===== src/tic_defines.vh =====
// register offsets, field positions, reset values and timing counts
`ifndef TIC_DEFINES_VH
`define TIC_DEFINES_VH
`define TIC_ADDR_CONTROL     8'hA1
`define TIC_ADDR_FRACTION    8'hA2
`define TIC_ADDR_SECOND      8'hA3
`define TIC_ADDR_MINUTE      8'hA4
`define TIC_ADDR_HOUR        8'hA5
`define TIC_ADDR_TARGET      8'hA6
`define TIC_BIT_DAY_WRAP     6
`define TIC_BIT_TB_HI        5
`define TIC_BIT_TB_LO        4
`define TIC_BIT_ONE_SHOT     3
`define TIC_BIT_MATCH        2
`define TIC_BIT_INT_EN       1
`define TIC_BIT_CLK_EN       0
`define TIC_RESET_VALUE      8'h00
`define TIC_FRACTION_LAST    8'h7F
`define TIC_SIXTY_LAST       8'h3B
`define TIC_DAY_LAST         8'h17
`define TIC_FULL_LAST        8'hFF
`define TIC_TB_FRACTION      2'h0
`define TIC_TB_SECOND        2'h1
`define TIC_TB_MINUTE        2'h2
`define TIC_TB_HOUR          2'h3
`define TIC_XTAL_HZ          32768
`define TIC_TICK_HZ          128
`define TIC_TICK_DIV         (`TIC_XTAL_HZ / `TIC_TICK_HZ)
`endif


===== src/tic_time_interval_counter.v =====
// time interval counter: time-of-day chain and interval timer on the crystal clock
// What this block does
// - day-wrap bit: hours 0..23, else 0..255
// - two-bit field picks interval timebase
// - one-shot: timeout clears interval enable
// - periodic mode: reload counter each timeout
// - match sets sticky flag until cleared
// - interrupt request when flag and enabled
// - interval counter runs only while enabled
// - time clock gates all time and interval counter stepping, not the divider
// - clock disable restores last written values
// - time registers writable while clock off
// - control top bit ignored, reads zero
// - interval target 8-bit, resets to zero
// - fraction counts 0..127 at 128 Hz
// - interval steps each time the selected counter steps
// - seconds, minutes wrap 0..59 and carry
// - everything runs on the crystal clock
`include "tic_defines.vh"
module tic_time_interval_counter
#(
  parameter TICK_DIV = `TIC_TICK_DIV
)
(
  input  wire       clk,          // crystal clock domain
  input  wire       resetn,
  input  wire [7:0] sfr_addr,
  input  wire       sfr_wr,
  input  wire [7:0] sfr_wdata,
  input  wire       sfr_rd,
  output reg  [7:0] sfr_rdata,
  input  wire       int_enable,   // block interrupt enable from core
  output wire       int_request
);
  reg  [8:0] div_count;           // crystal divider
  reg  [6:0] control;             // bits 6..0 of control register
  reg  [7:0] interval_target;     // compare value
  reg  [7:0] interval_count;      // 8-bit interval counter
  reg        prev_clk_en;         // for clock-disable edge
  wire       tick;
  wire       run;
  wire [7:0] frac_q;
  wire [7:0] second_q;
  wire [7:0] min_q;
  wire [7:0] hour_q;
  wire       frac_wrap;
  wire       second_wrap;
  wire       min_wrap;
  wire       restore;
  wire       wr_ctl;
  wire       tb_step;
  wire       match;
  wire [7:0] hour_last;

  wire day_wrap_select       = control[`TIC_BIT_DAY_WRAP];
  wire timebase_select_hi    = control[`TIC_BIT_TB_HI];
  wire timebase_select_lo    = control[`TIC_BIT_TB_LO];
  wire one_shot_select       = control[`TIC_BIT_ONE_SHOT];
  wire interval_match_flag   = control[`TIC_BIT_MATCH];
  wire interval_count_enable = control[`TIC_BIT_INT_EN];
  wire time_clock_enable     = control[`TIC_BIT_CLK_EN];

  // 128 Hz tick from crystal divider, runs in power-down too
  always @(posedge clk)
  begin
    if (!resetn)
      div_count <= 9'h000;
    else if (div_count == TICK_DIV[8:0] - 9'h001)
      div_count <= 9'h000;
    else
      div_count <= div_count + 9'h001;
  end
  assign tick = (div_count == TICK_DIV[8:0] - 9'h001);

  // timebase reaches counters only while clock enabled
  assign run     = tick && time_clock_enable;
  assign restore = prev_clk_en && !time_clock_enable;
  assign wr_ctl  = sfr_wr && (sfr_addr == `TIC_ADDR_CONTROL);

  // hour wrap limit by mode
  assign hour_last = day_wrap_select ? `TIC_DAY_LAST : `TIC_FULL_LAST;

  // time writes accepted while clock is off
  wire wr_ok = sfr_wr && !time_clock_enable;

  tic_wrap_counter u_frac
  (
    .clk        (clk),
    .resetn     (resetn),
    .step       (run),
    .last       (`TIC_FRACTION_LAST),
    .load       (wr_ok && sfr_addr == `TIC_ADDR_FRACTION),
    .load_value (sfr_wdata),
    .restore    (restore),
    .count      (frac_q),
    .wrap       (frac_wrap)
  );
  tic_wrap_counter u_second
  (
    .clk        (clk),
    .resetn     (resetn),
    .step       (frac_wrap),
    .last       (`TIC_SIXTY_LAST),
    .load       (wr_ok && sfr_addr == `TIC_ADDR_SECOND),
    .load_value (sfr_wdata),
    .restore    (restore),
    .count      (second_q),
    .wrap       (second_wrap)
  );
  tic_wrap_counter u_min
  (
    .clk        (clk),
    .resetn     (resetn),
    .step       (second_wrap),
    .last       (`TIC_SIXTY_LAST),
    .load       (wr_ok && sfr_addr == `TIC_ADDR_MINUTE),
    .load_value (sfr_wdata),
    .restore    (restore),
    .count      (min_q),
    .wrap       (min_wrap)
  );
  // hour overflow feeds nothing: there is no day counter
  tic_wrap_counter u_hour
  (
    .clk        (clk),
    .resetn     (resetn),
    .step       (min_wrap),
    .last       (hour_last),
    .load       (wr_ok && sfr_addr == `TIC_ADDR_HOUR),
    .load_value (sfr_wdata),
    .restore    (restore),
    .count      (hour_q),
    .wrap       ()
  );

  // timebase pick: step of selected register
  reg tb_pick;
  always @*
  begin
    case ({timebase_select_hi, timebase_select_lo})
      `TIC_TB_FRACTION: tb_pick = run;
      `TIC_TB_SECOND:   tb_pick = frac_wrap;
      `TIC_TB_MINUTE:   tb_pick = second_wrap;
      `TIC_TB_HOUR:     tb_pick = min_wrap;
      default:          tb_pick = 1'b0;
    endcase
  end
  assign tb_step = tb_pick && interval_count_enable;

  // match when stepped counter reaches target
  assign match = tb_step && (interval_count + 8'h01 == interval_target);

  // interval counter: reload on timeout, clear when disabled
  always @(posedge clk)
  begin
    if (!resetn)
      interval_count <= 8'h00;
    else if (match)
      interval_count <= 8'h00;
    else if (tb_step)
      interval_count <= interval_count + 8'h01;
    else if (!interval_count_enable)
      interval_count <= 8'h00;
  end

  // control register: match sets win over clears
  always @(posedge clk)
  begin
    if (!resetn)
      control <= 7'h00;
    else
    begin
      if (wr_ctl)
        control <= sfr_wdata[6:0];
      if (match)
      begin
        control[`TIC_BIT_MATCH] <= 1'b1;
        if (one_shot_select)
          control[`TIC_BIT_INT_EN] <= 1'b0;
      end
    end
  end

  // target register and clock-enable history
  always @(posedge clk)
  begin
    if (!resetn)
    begin
      interval_target <= `TIC_RESET_VALUE;
      prev_clk_en     <= 1'b0;
    end
    else
    begin
      if (sfr_wr && sfr_addr == `TIC_ADDR_TARGET)
        interval_target <= sfr_wdata;
      prev_clk_en <= time_clock_enable;
    end
  end

  // read data registered
  always @(posedge clk)
  begin
    if (!resetn)
      sfr_rdata <= 8'h00;
    else if (sfr_rd)
    begin
      case (sfr_addr)
        `TIC_ADDR_CONTROL:  sfr_rdata <= {1'b0, control};
        `TIC_ADDR_FRACTION: sfr_rdata <= frac_q;
        `TIC_ADDR_SECOND:   sfr_rdata <= second_q;
        `TIC_ADDR_MINUTE:   sfr_rdata <= min_q;
        `TIC_ADDR_HOUR:     sfr_rdata <= hour_q;
        `TIC_ADDR_TARGET:   sfr_rdata <= interval_target;
        default:            sfr_rdata <= 8'h00;
      endcase
    end
  end

  // interrupt request level
  assign int_request = interval_match_flag && int_enable;
endmodule // tic_time_interval_counter


===== src/tic_wrap_counter.v =====
// one wrapping time counter with a software shadow value
`include "tic_defines.vh"
module tic_wrap_counter
(
  input  wire       clk,
  input  wire       resetn,
  input  wire       step,
  input  wire [7:0] last,
  input  wire       load,
  input  wire [7:0] load_value,
  input  wire       restore,
  output reg  [7:0] count,
  output wire       wrap
);
  reg [7:0] shadow;   // value software last wrote

  // wrap pulse when stepping from the last value
  assign wrap = step && (count == last);

  // shadow keeps the written value for restore
  always @(posedge clk)
  begin
    if (!resetn)
      shadow <= `TIC_RESET_VALUE;
    else if (load)
      shadow <= load_value;
  end

  // counter: write, restore, or step
  always @(posedge clk)
  begin
    if (!resetn)
      count <= `TIC_RESET_VALUE;
    else if (load)
      count <= load_value;
    else if (restore)
      count <= shadow;
    else if (wrap)
      count <= 8'h00;
    else if (step)
      count <= count + 8'h01;
  end
endmodule // tic_wrap_counter


===== config.mk =====
export PLATFORM = sky130hd
export DESIGN_NAME = tic_time_interval_counter
export DESIGN_NICKNAME = d
export VERILOG_FILES = /design/src/tic_time_interval_counter.v /design/src/tic_wrap_counter.v
export VERILOG_INCLUDE_DIRS = /design/src
export SDC_FILE = /design/constraint.sdc
export NUM_CORES = 1
export LEC_CHECK = 0
export BUFFER_PORTS_ARGS = -buffer_cell sky130_fd_sc_hd__clkbuf_2
export CORE_MARGIN = 2
export CORE_UTILIZATION = 55
export CTS_CLUSTER_SIZE = 28
export DETAILED_ROUTE_END_ITERATION = 12
export PLACE_DENSITY_LB_ADDON = 0.2
export SLEW_MARGIN = 20
export SYNTH_ARGS = -nofsm -noshare
export SYNTH_HDL_FRONTEND = slang
export SYNTH_SLANG_ARGS = --single-unit

===== constraint.sdc =====
create_clock -name clk -period 3 [get_ports clk]
set_clock_uncertainty 0.15 [all_clocks]
set_input_delay 0.15 -clock clk [delete_from_list [all_inputs] [get_ports clk]]
set_output_delay 0.15 -clock clk [all_outputs]
set_load 0.05 [all_outputs]

==> run metrics, run 1 <==
outcome finished clean; endpoints failing hold 0; Synth Area in Simple Gates 0.269; Final Cycle Share 0.937; first-iteration detailed-routing DRC count 465; synth top area cells dfxtp_1, nand2_1, a21oi_1, o21ai_0, nand3_1; Worst R2R End interval_count[5]; gr ovfl total 0; max-cap violation count 0; NetSw 592 µW; CTS buffer count 9; die area 0.0107 mm²; Setup CP Type flop to flop; Max Freq 356 MHz; Post-Synth XOR/XNOR Area 0.0417; nets@finish 761; Synth Area in Adders 0.0160; Max VDD drop 0.000383 V; Die W 104 µm; pre-CTS setup slack 0.236 ns; Vias 5482; worst-path cell chain ha_1 -> nand2b_1 -> or4_4 -> a2111o_1 -> or4_4 -> nand3_4 -> nor2_1; largest family of logic cells by synthesized area simple AND/OR/NAND/NOR gates; port buffer count 29; CTS Buffer Depth 2; area occupied by multi-input gates 0.00313 mm²; Mapped Nets 740; clk slew on worst S/H paths 0.09 ns; ys flop type dfxtp_1; Max Slew Vio Count 0; layout cells sized above 1 0.108; average size of a mapped cell 7.67 µm²; Critical Path Stages 7; final design utilization 0.619; routability cong. 0.956; Syn Std Cell Area 0.00546 mm²; largest net degree at the start of global routing 34; worst min path class input port to flop; Top reg by flops div_count; Slowest Stage Delay on Critical Path 0.57 ns; mux cell area share after synthesis 0.0202; Boundary Pins 30; Post-DRT Antenna Nets 0; Setup crit end kind flop; Max FO, Critical Path 9; Fill cells 897; Yosys cell types 60; worst path required time 3.15 ns; FP Rows 36; most frequent cells in the layout nand2_1, dfxtp_1, a21oi_1, o21ai_0, nor2_1; r2r startpoint u_second.count[0]; initial core utilization 0.564; wire length of the first global-routing pass 26700 µm; critical path startpoint u_second.count[0]; endpoints failing setup 0; RSZ-0062 raised after global routing no; Chip Height 104 µm; Synth area leader dfxtp_1; pwr/cell area 406 mW/mm²; Post-synth ARST share 0; Relative slew margins 0.419; slowest CP cell or4_4; worst r2r path cells 7; CTS root buf clkbuf_8; sw frac 0.244; Setup WS post-layout 0.188 ns; commonest non-fill, non-tap cell in the layout nand2_1; max reg flops 9; Area Growth Syn to Fin 9.74%; sequential share of power 0.583; YS warnings 0; DRT Pass-1 Iters 8; Register Area 0.00210 mm²; Top delay family on crit path simple AND/OR/NAND/NOR gates; cell repeated most along the worst path or4_4; vias in the first global route 5205; Worst Setup EP interval_count[5]; Final Critical Period 2.81 ns; Routed Wire Length 16500 µm; Setup TNS 0 ns; Synth top area share 0.385; P_int 1840 µW; post-synthesis sequential area ratio 0.385; Final Cell Area 0.00599 mm²; Via density 6.29; Synth Area in Compound Gates 0.227; worst-margin pin slew 0.866 ns; n_diodes 0; Bufs and invs on worst path 0; Register-to-Register Setup Slack 0.19 ns; combinational power share 0.060; Seq cells post-synth 105; CP Launch Type flop; CTS tree yes; initial antenna violation count 0; Clock power frac 0.357; GRT Overall Usage 0.312; CTS sink count 105; Final HPWL DP 11600 µm; Leak 0.00214 µW; Cell Area, Placed 0.00576 mm²; Clock H-tree levels 3; Post-CTS Setup Inserts 0; number of enable flip-flop cells after synthesis 0; Core Area 0.00968 mm²; arrival time at the worst endpoint 2.96 ns; drt wl/cell 18.9 µm; Gate Count Post-Synth 712; Remaining DRCs 0; Worst Hold Path Cells 3; Clock Latency Late Sink 0.40 ns
==> worst register-to-register path, cell delays in order, from the launching register on <==
cell	delay, ns
dfxtp_1	0.41
ha_1	0.21
nand2b_1	0.10
or4_4	0.57
a2111o_1	0.49
or4_4	0.56
nand3_4	0.16
nor2_1	0.07
==> per-layer routing <==
metal | vias to the layer above | global-route usage | part of all wire
met5 | - | 0 | 0
met4 | 0 | 0.125 | 0.030
met3 | 36 | 0.0730 | 0.083
met2 | 254 | 0.497 | 0.47
met1 | 2586 | 0.412 | 0.42
li1 | 2606 | - | -
==> how the worst min path moves through the flow <==
stage | start | endpoint
after floorplan | sfr_wdata[1] | u_second.shadow[1]
after global placement | div_count[0] | div_count[0]
after detailed placement | u_hour.shadow[0] | u_hour.shadow[0]
after CTS | sfr_wdata[3] | u_frac.shadow[3]
after global routing | sfr_wdata[3] | u_frac.shadow[3]
final | sfr_wdata[3] | u_frac.shadow[3]
==> power by group through the flow <==
stage                     logic [µW]  clock network, µW  registers, µW
after floorplan                 58.4                  0           1460
after global placement           136                  0           1450
after detailed placement         139                  0           1450
after CTS                        143                885           1420
after global routing             155                934           1420
final                            145                869           1420
==> cell usage after synthesis, types with 4 or more instances <==
master	number
a21oi_1	74
a222oi_1	8
a31oi_1	28
and2_1	6
and3_1	10
and4_1	4
clkbuf_1	40
dfxtp_1	105
ha_1	7
inv_1	6
mux2i_1	11
nand2_1	128
nand2b_1	6
nand3_1	40
nand4_1	9
nor2_1	51
nor2b_1	7
nor3_1	11
nor3b_1	4
o211ai_1	10
o21ai_0	57
or3_1	4
xnor2_1	16
xor2_1	10
==> final cells by class <==
type                            count  share of cell area
Tap cell                          133              0.0278
Clock inverter                      2             0.00167
Multi-Input combinational cell    554               0.523
Sequential cell                   105               0.351
Timing Repair Buffer               56              0.0618
Clock buffer                       14              0.0305
Inverter                            7             0.00439
==> stage by stage <==
stage          total power, µW  hold slack [ns]  cells
2_1_floorplan             1520            0.136    712
4_1_cts                   2440          0.00123    871
3_5_place_dp              1590            0.293    851
3_3_place_gp              1580            0.281    851
6_report                  2430           0.0186    871
5_1_grt                   2510           0.0244    871
==> kinds of logic (layout without fill, tap and decap cells) <==
kind of cell    count (synthesis)  in the layout
compound gates                206            206
xor+xnor                       26             26
fa+ha+maj                       7              7
buf+inv                        53             79
flops                         105            105
mux                            11             11
simple gates                  304            304
==> timing repair <==
action | CTS | global route
hold buffers | 4 | 0
hold endpoints to repair | 13 | 0
setup endpoints to repair | 0 | 0
gates resized for setup | 0 | 0
Note: power is estimated with default switching activity, not from simulation.
==> run 2, diff against run 1 <==
--- a/config.mk
+++ b/config.mk
@@ -8,11 +8,12 @@
 export LEC_CHECK = 0
 export BUFFER_PORTS_ARGS = -buffer_cell sky130_fd_sc_hd__clkbuf_2
 export CORE_MARGIN = 2
-export CORE_UTILIZATION = 55
+export CORE_UTILIZATION = 56
 export CTS_CLUSTER_SIZE = 28
 export DETAILED_ROUTE_END_ITERATION = 12
 export PLACE_DENSITY_LB_ADDON = 0.2
 export SLEW_MARGIN = 20
 export SYNTH_ARGS = -nofsm -noshare
 export SYNTH_HDL_FRONTEND = slang
+export SYNTH_HIERARCHICAL = 1
 export SYNTH_SLANG_ARGS = --single-unit
==> run 2 against run 1 <==
The flow now finishes with violations (setup timing); final cell count rose by 20%; utilization up 5.0 points; first-iteration DRC count is 55% higher; fmax fell by 8.1%; total power grew 25%; routed wire length increased by 20%; sequential share of layout area decreased by 8.8 points; count of clock-buffer cells in the layout is 3 lower; via count grew 18%; hold slack better by 0.11 ns; critical path type unchanged; highest routed layer unchanged.
==> run metrics, run 2 <==
worst path required time 3.12 ns (-0.03 ns); n_diodes 0 (unchanged); Vias 6450 (+18%); Leak 0.00293 µW (+37%); sequential share of power 0.479 (-0.104); Clock Latency Late Sink 0.36 ns (-0.04 ns); GRT Overall Usage 0.296 (-0.0162); routability cong. 0.895 (-6.4%); die area 0.0132 mm² (+23%); Critical Path Stages 16 (+9); CTS root buf clkbuf_16; Top reg by flops div_count; CTS sink count 105 (unchanged); Worst Hold Path Cells 3 (unchanged); Clock H-tree levels 3 (unchanged); Final Critical Period 3.06 ns (+0.248 ns); Clock power frac 0.429 (+0.072); layout cells sized above 1 0.191 (+0.0829); clk slew on worst S/H paths 0.07 ns (-0.02 ns); initial antenna violation count 0 (unchanged); Remaining DRCs 0 (unchanged); P_int 2280 µW (+24%); nets@finish 918 (+21%); Bufs and invs on worst path 1 (+1); largest net degree at the start of global routing 38 (+12%); cell repeated most along the worst path nor3_4; slowest CP cell or3_1; Gate Count Post-Synth 819 (+15%); average size of a mapped cell 8.42 µm² (+9.8%); Chip Height 115 µm (+11%); endpoints failing hold 0 (unchanged); YS warnings 6 (+6); Area Growth Syn to Fin 16.4%; Core Area 0.0120 mm² (+24%); worst-path cell chain and3_4 -> nand2_4 -> nor2_4 -> ha_4 -> and2_4 -> nand2_4 -> nor3_4 -> nand4_1 -> nor3_4 -> nand2_2 -> nor3_4 -> buf_6 -> or3_4 -> o21ai_1 -> or3_1 -> o32ai_2; combinational power share 0.092 (+0.032); Final Cycle Share 1.02 (+0.0827); Max Slew Vio Count 0 (unchanged); pwr/cell area 378 mW/mm² (-6.8%); Setup WS post-layout -0.0602 ns (-0.248 ns); NetSw 754 µW (+27%); worst min path class input port to flop; port buffer count 29 (unchanged); Register-to-Register Setup Slack -0.06 ns (-0.25 ns); Slowest Stage Delay on Critical Path 0.39 ns (-0.18 ns); commonest non-fill, non-tap cell in the layout dfxtp_1; drt wl/cell 19.1 µm (+0.58%); Setup crit end kind flop; wire length of the first global-routing pass 31000 µm (+16%); failing checks setup timing; pre-CTS setup slack -0.256 ns (-0.492 ns); worst r2r path cells 16 (+9); Tot Pwr 3030 µW (+25%); Via density 6.20 (-1.6%); endpoints failing setup 4 (+4); Die W 115 µm (+11%); Max Freq 327 MHz (-8.1%); worst-margin pin slew 0.866 ns (-0.000451 ns); max-cap violation count 0 (unchanged); CP Launch Type flop; Boundary Pins 30 (unchanged); RSZ-0062 raised after global routing yes; r2r startpoint div_count[5]; first-iteration detailed-routing DRC count 723 (+55%); final design utilization 0.669 (+0.0498); Final HPWL DP 13100 µm (+14%); Max VDD drop 0.000323 V (-16%); FP Rows 40 (+11%); critical path startpoint div_count[5]; Syn Std Cell Area 0.00690 mm² (+26%); Max FO, Critical Path 3 (-6); gr ovfl total 0 (unchanged); Setup CP Type flop to flop; max reg flops 9 (unchanged); DRT Pass-1 Iters 6 (-2); arrival time at the worst endpoint 3.18 ns (+0.22 ns); CTS tree yes; CTS buffer count 9 (unchanged); vias in the first global route 6076 (+17%); outcome finished with violations; Relative slew margins 0.423 (+0.00387); Worst Setup EP u_hour/count[7]; CTS Buffer Depth 2 (unchanged); Post-DRT Antenna Nets 0 (unchanged); hold wc startpoint sfr_wdata[5]; initial core utilization 0.574 (+0.0106); Worst R2R End u_hour/count[7]; Routed Wire Length 19800 µm (+20%); most frequent cells in the layout dfxtp_1, nor2_1, buf_4, a21oi_1, nand2_1; sw frac 0.248 (+0.00481); Top delay family on crit path simple AND/OR/NAND/NOR gates
[run 2: worst min path at each step]
stage	endpoint	slack [ns]
finish	u_min/shadow[5]	0.13
global route	u_second/count[0]	0.14
CTS	u_second/count[0]	0.11
detailed placement	sfr_rdata[3]	0.31
global placement	sfr_rdata[5]	0.30
floorplan	prev_clk_en	0.13
[run 2: routing by layer]
layer  vias up  track usage  routed length (µm)  part of all wire
met5         -            0                   0                 0
met3        32       0.0469                1090             0.055
met2       272        0.489                9390              0.47
met1      3052        0.399                8960              0.45
met4         0       0.0948                 398             0.020
li1       3094            -                   -                 -
[run 2: cell type report]
type | count | area (µm²)
Clock buffer | 11 | 243
Sequential cell | 105 | 2110
Fill cell | 987 | 3980
Clock inverter | 4 | 76.3
Tap cell | 147 | 184
Inverter | 20 | 75.1
Timing Repair Buffer | 93 | 691
Multi-Input combinational cell | 661 | 4650
[run 2: stage by stage]
step,instances,setup TNS [ns],hold WS (ns),area [µm²]
after floorplan,845,-2.69,0.127,7090
final,1041,-0.0700,0.128,8030
after detailed placement,1009,-1.92,0.311,7440
after CTS,1028,0,0.113,7800
after global routing,1041,-1.75,0.143,8030
after global placement,1009,-0.801,0.305,7440
[run 2: what timing repair did]
action                                  CTS  global route
gates resized for setup                   3            31
endpoints found under the setup margin   16            17
setup buffers                             3            13
endpoints found under the hold margin     3             0
hold buffers                              1             0
pin swaps                                 5            11
[run 2: worst min-delay path, cell delays in order]
cell      delay, ns
clkbuf_2       0.23
nand2_1        0.15
a21boi_1       0.06
[run 2: power by group through the flow]
stage                     Combinational (µW)  Clock (µW)  Sequential, µW
after CTS                                272        1310            1450
after global routing                     303        1360            1460
after detailed placement                 267           0            1480
after global placement                   262           0            1480
after floorplan                          215           0            1460
final                                    280        1300            1450
==> run 3, diff against run 2 <==
--- a/config.mk
+++ b/config.mk
@@ -7,8 +7,10 @@
 export NUM_CORES = 1
 export LEC_CHECK = 0
 export BUFFER_PORTS_ARGS = -buffer_cell sky130_fd_sc_hd__clkbuf_2
+export CELL_PAD_IN_SITES_DETAIL_PLACEMENT = 2
+export CELL_PAD_IN_SITES_GLOBAL_PLACEMENT = 2
 export CORE_MARGIN = 2
-export CORE_UTILIZATION = 56
+export CORE_UTILIZATION = 35
 export CTS_CLUSTER_SIZE = 28
 export DETAILED_ROUTE_END_ITERATION = 12
 export PLACE_DENSITY_LB_ADDON = 0.2
==> run 3 against run 2 <==
The flow still finishes with violations (setup timing); total power fell by 3.8%; utilization fell by 24 points; worst setup slack got worse by 0.15 ns; fmax fell by 4.7%; non-clock buffer count rose by 16; sequential share of layout area fell by 1.1 points; global-route usage fell by 5.4 points; combinational power rose by 9.3%; clock power fell by 11%; critical path depth did not move; routed wire length rose by 30%; final cell count rose by 13%; critical path type unchanged.
==> run metrics, run 3 (synthesis results as in run 2) <==
outcome finished with violations; failing checks setup timing; Area Growth Syn to Fin 21.5%; CP Launch Type flop; Top delay family on crit path simple AND/OR/NAND/NOR gates; FP Rows 51 (+28%); Setup crit end kind flop; RSZ-0062 raised after global routing yes; Slowest Stage Delay on Critical Path 0.37 ns (-0.02 ns); worst-margin pin slew 0.719 ns (-0.147 ns); Tot Pwr 2920 µW (-3.8%); GRT Overall Usage 0.243 (-0.0537); max reg flops 9 (unchanged); wire length of the first global-routing pass 39100 µm (+26%); Bufs and invs on worst path 3 (+2); Max Slew Vio Count 0 (unchanged); endpoints failing hold 0 (unchanged); Hold Buf Count CTS 0 (-1); Clock Latency Late Sink 0.36 ns (about the same); Die W 144 µm (+26%); CTS tree yes; initial core utilization 0.356 (-0.219); Boundary Pins 30 (unchanged); Fill cells 2186 (+120%); critical path startpoint div_count[4]; commonest non-fill, non-tap cell in the layout dfxtp_1; Critical Path Stages 16 (unchanged); Via density 5.69 (-8.2%); Core Area 0.0194 mm² (+62%); Worst Hold Path Cells 3 (unchanged); pwr/cell area 348 mW/mm² (-7.9%); r2r startpoint div_count[4]; largest net degree at the start of global routing 37 (-2.6%); Final Cycle Share 1.07 (+0.0499); Final Critical Period 3.21 ns (+0.150 ns); Relative slew margins 0.520 (+0.0979); worst path required time 3.10 ns (-0.02 ns); Leak 0.00306 µW (+4.2%); pre-CTS setup slack -0.491 ns (-0.235 ns); CTS buffer count 9 (unchanged); layout cells sized above 1 0.224 (+0.0327); CTS root buf clkbuf_16; Setup WS post-layout -0.210 ns (-0.150 ns); slowest CP cell or3_1; Max FO, Critical Path 4 (+1); Cell Area, Placed 0.00770 mm² (+3.6%); Max Freq 312 MHz (-4.7%); Routed Wire Length 25900 µm (+30%); Clock H-tree levels 3 (unchanged); arrival time at the worst endpoint 3.31 ns (+0.13 ns); endpoints failing setup 17 (+13); routability cong. 0.883 (-1.4%); gr ovfl total 0 (unchanged); n_diodes 0 (unchanged); Final Cell Area 0.00838 mm² (+4.4%); drt wl/cell 22.0 µm (+15%); most frequent cells in the layout dfxtp_1, buf_4, nor2_1, a21oi_1, nand2_1; worst-path cell chain and3_4 -> nand2_4 -> nor2_4 -> ha_4 -> and2_4 -> nand2_4 -> nor3_4 -> nand4_1 -> nor3_4 -> buf_4 -> buf_6 -> buf_6 -> or3_4 -> o21ai_2 -> or3_1 -> o32ai_2; DRT Pass-1 Iters 4 (-2); CTS sink count 105 (unchanged); Chip Height 144 µm (+26%); Final HPWL DP 17900 µm (+36%); die area 0.0209 mm² (+58%); port buffer count 29 (unchanged); Remaining DRCs 0 (unchanged); area occupied by multi-input gates 0.00476 mm² (+2.4%); Register Area 0.00211 mm² (unchanged); CTS Buffer Depth 2 (unchanged); worst min path class input port to flop; clk slew on worst S/H paths 0.08 ns (about the same); nets@finish 934 (+1.7%); Vias 6688 (+3.7%); Max VDD drop 0.000259 V (-20%); worst r2r path cells 16 (unchanged); Setup TNS -2.40 ns (-2.33 ns); hold wc startpoint sfr_rd; vias in the first global route 7101 (+17%); first-iteration detailed-routing DRC count 294 (-59%); Top reg by flops div_count; Setup CP Type flop to flop; initial antenna violation count 0 (unchanged); Post-DRT Antenna Nets 0 (unchanged); max-cap violation count 0 (unchanged)
-- run 3: timing repair --
| action | in CTS | in global routing |
|---|---|---|
| setup buffers | 6 | 14 |
| pin swaps | 9 | 17 |
| gates resized for setup | 11 | 38 |
| setup endpoints to repair | 24 | 23 |
-- run 3: power breakdown --
group	leakage [µW]	internal [µW]	total, µW	switching [µW]
logic	0.00207	117	306	189
clock network	0.000137	590	1160	568
registers	0.000849	1410	1450	38.4
total	0.00306	2120	2920	795
-- run 3: worst reg2reg max path: cells and delay by family (launching register included) --
family / cells / cell delay (ns)
and+or+nand+nor: 10 / 1.80
buffers and inverters: 3 / 0.35
AOI/OAI and AO/OA: 2 / 0.34
DFF: 1 / 0.33
adders and majority gates: 1 / 0.14
-- run 3: worst paths after layout --
kind                           end  slack [ns]
setup / recovery    u_min/count[7]       -0.21
hold reg to reg   u_frac/shadow[4]        0.33
hold / removal        sfr_rdata[3]        0.03
setup reg to reg    u_min/count[7]       -0.21
-- run 3: final cells by class --
cell class              instances  share of cell area
multi-input cells             661               0.568
flip-flops and latches        105               0.252
repair buffers                109              0.0988
well taps                     265              0.0396
clock buffers                  12              0.0294
inverters                      20             0.00896
clock inverters                 4             0.00328
-- run 3: per-layer routing --
layer,GRT usage,up-vias,share of wire
met1,0.292,3389,0.41
met5,0,-,0
met4,0.0858,0,0.026
met2,0.440,122,0.52
met3,0.0331,39,0.035
li1,-,3138,-
-- run 3: per-stage QoR --
step | instances | hold WS (ns) | util
3_5_place_dp | 1141 | 0.318 | 0.397
5_1_grt | 1176 | 0.0403 | 0.432
2_1_floorplan | 845 | 0.127 | -
6_report | 1176 | 0.0298 | 0.432
4_1_cts | 1163 | 0.0165 | 0.416
3_3_place_gp | 1141 | 0.309 | 0.397
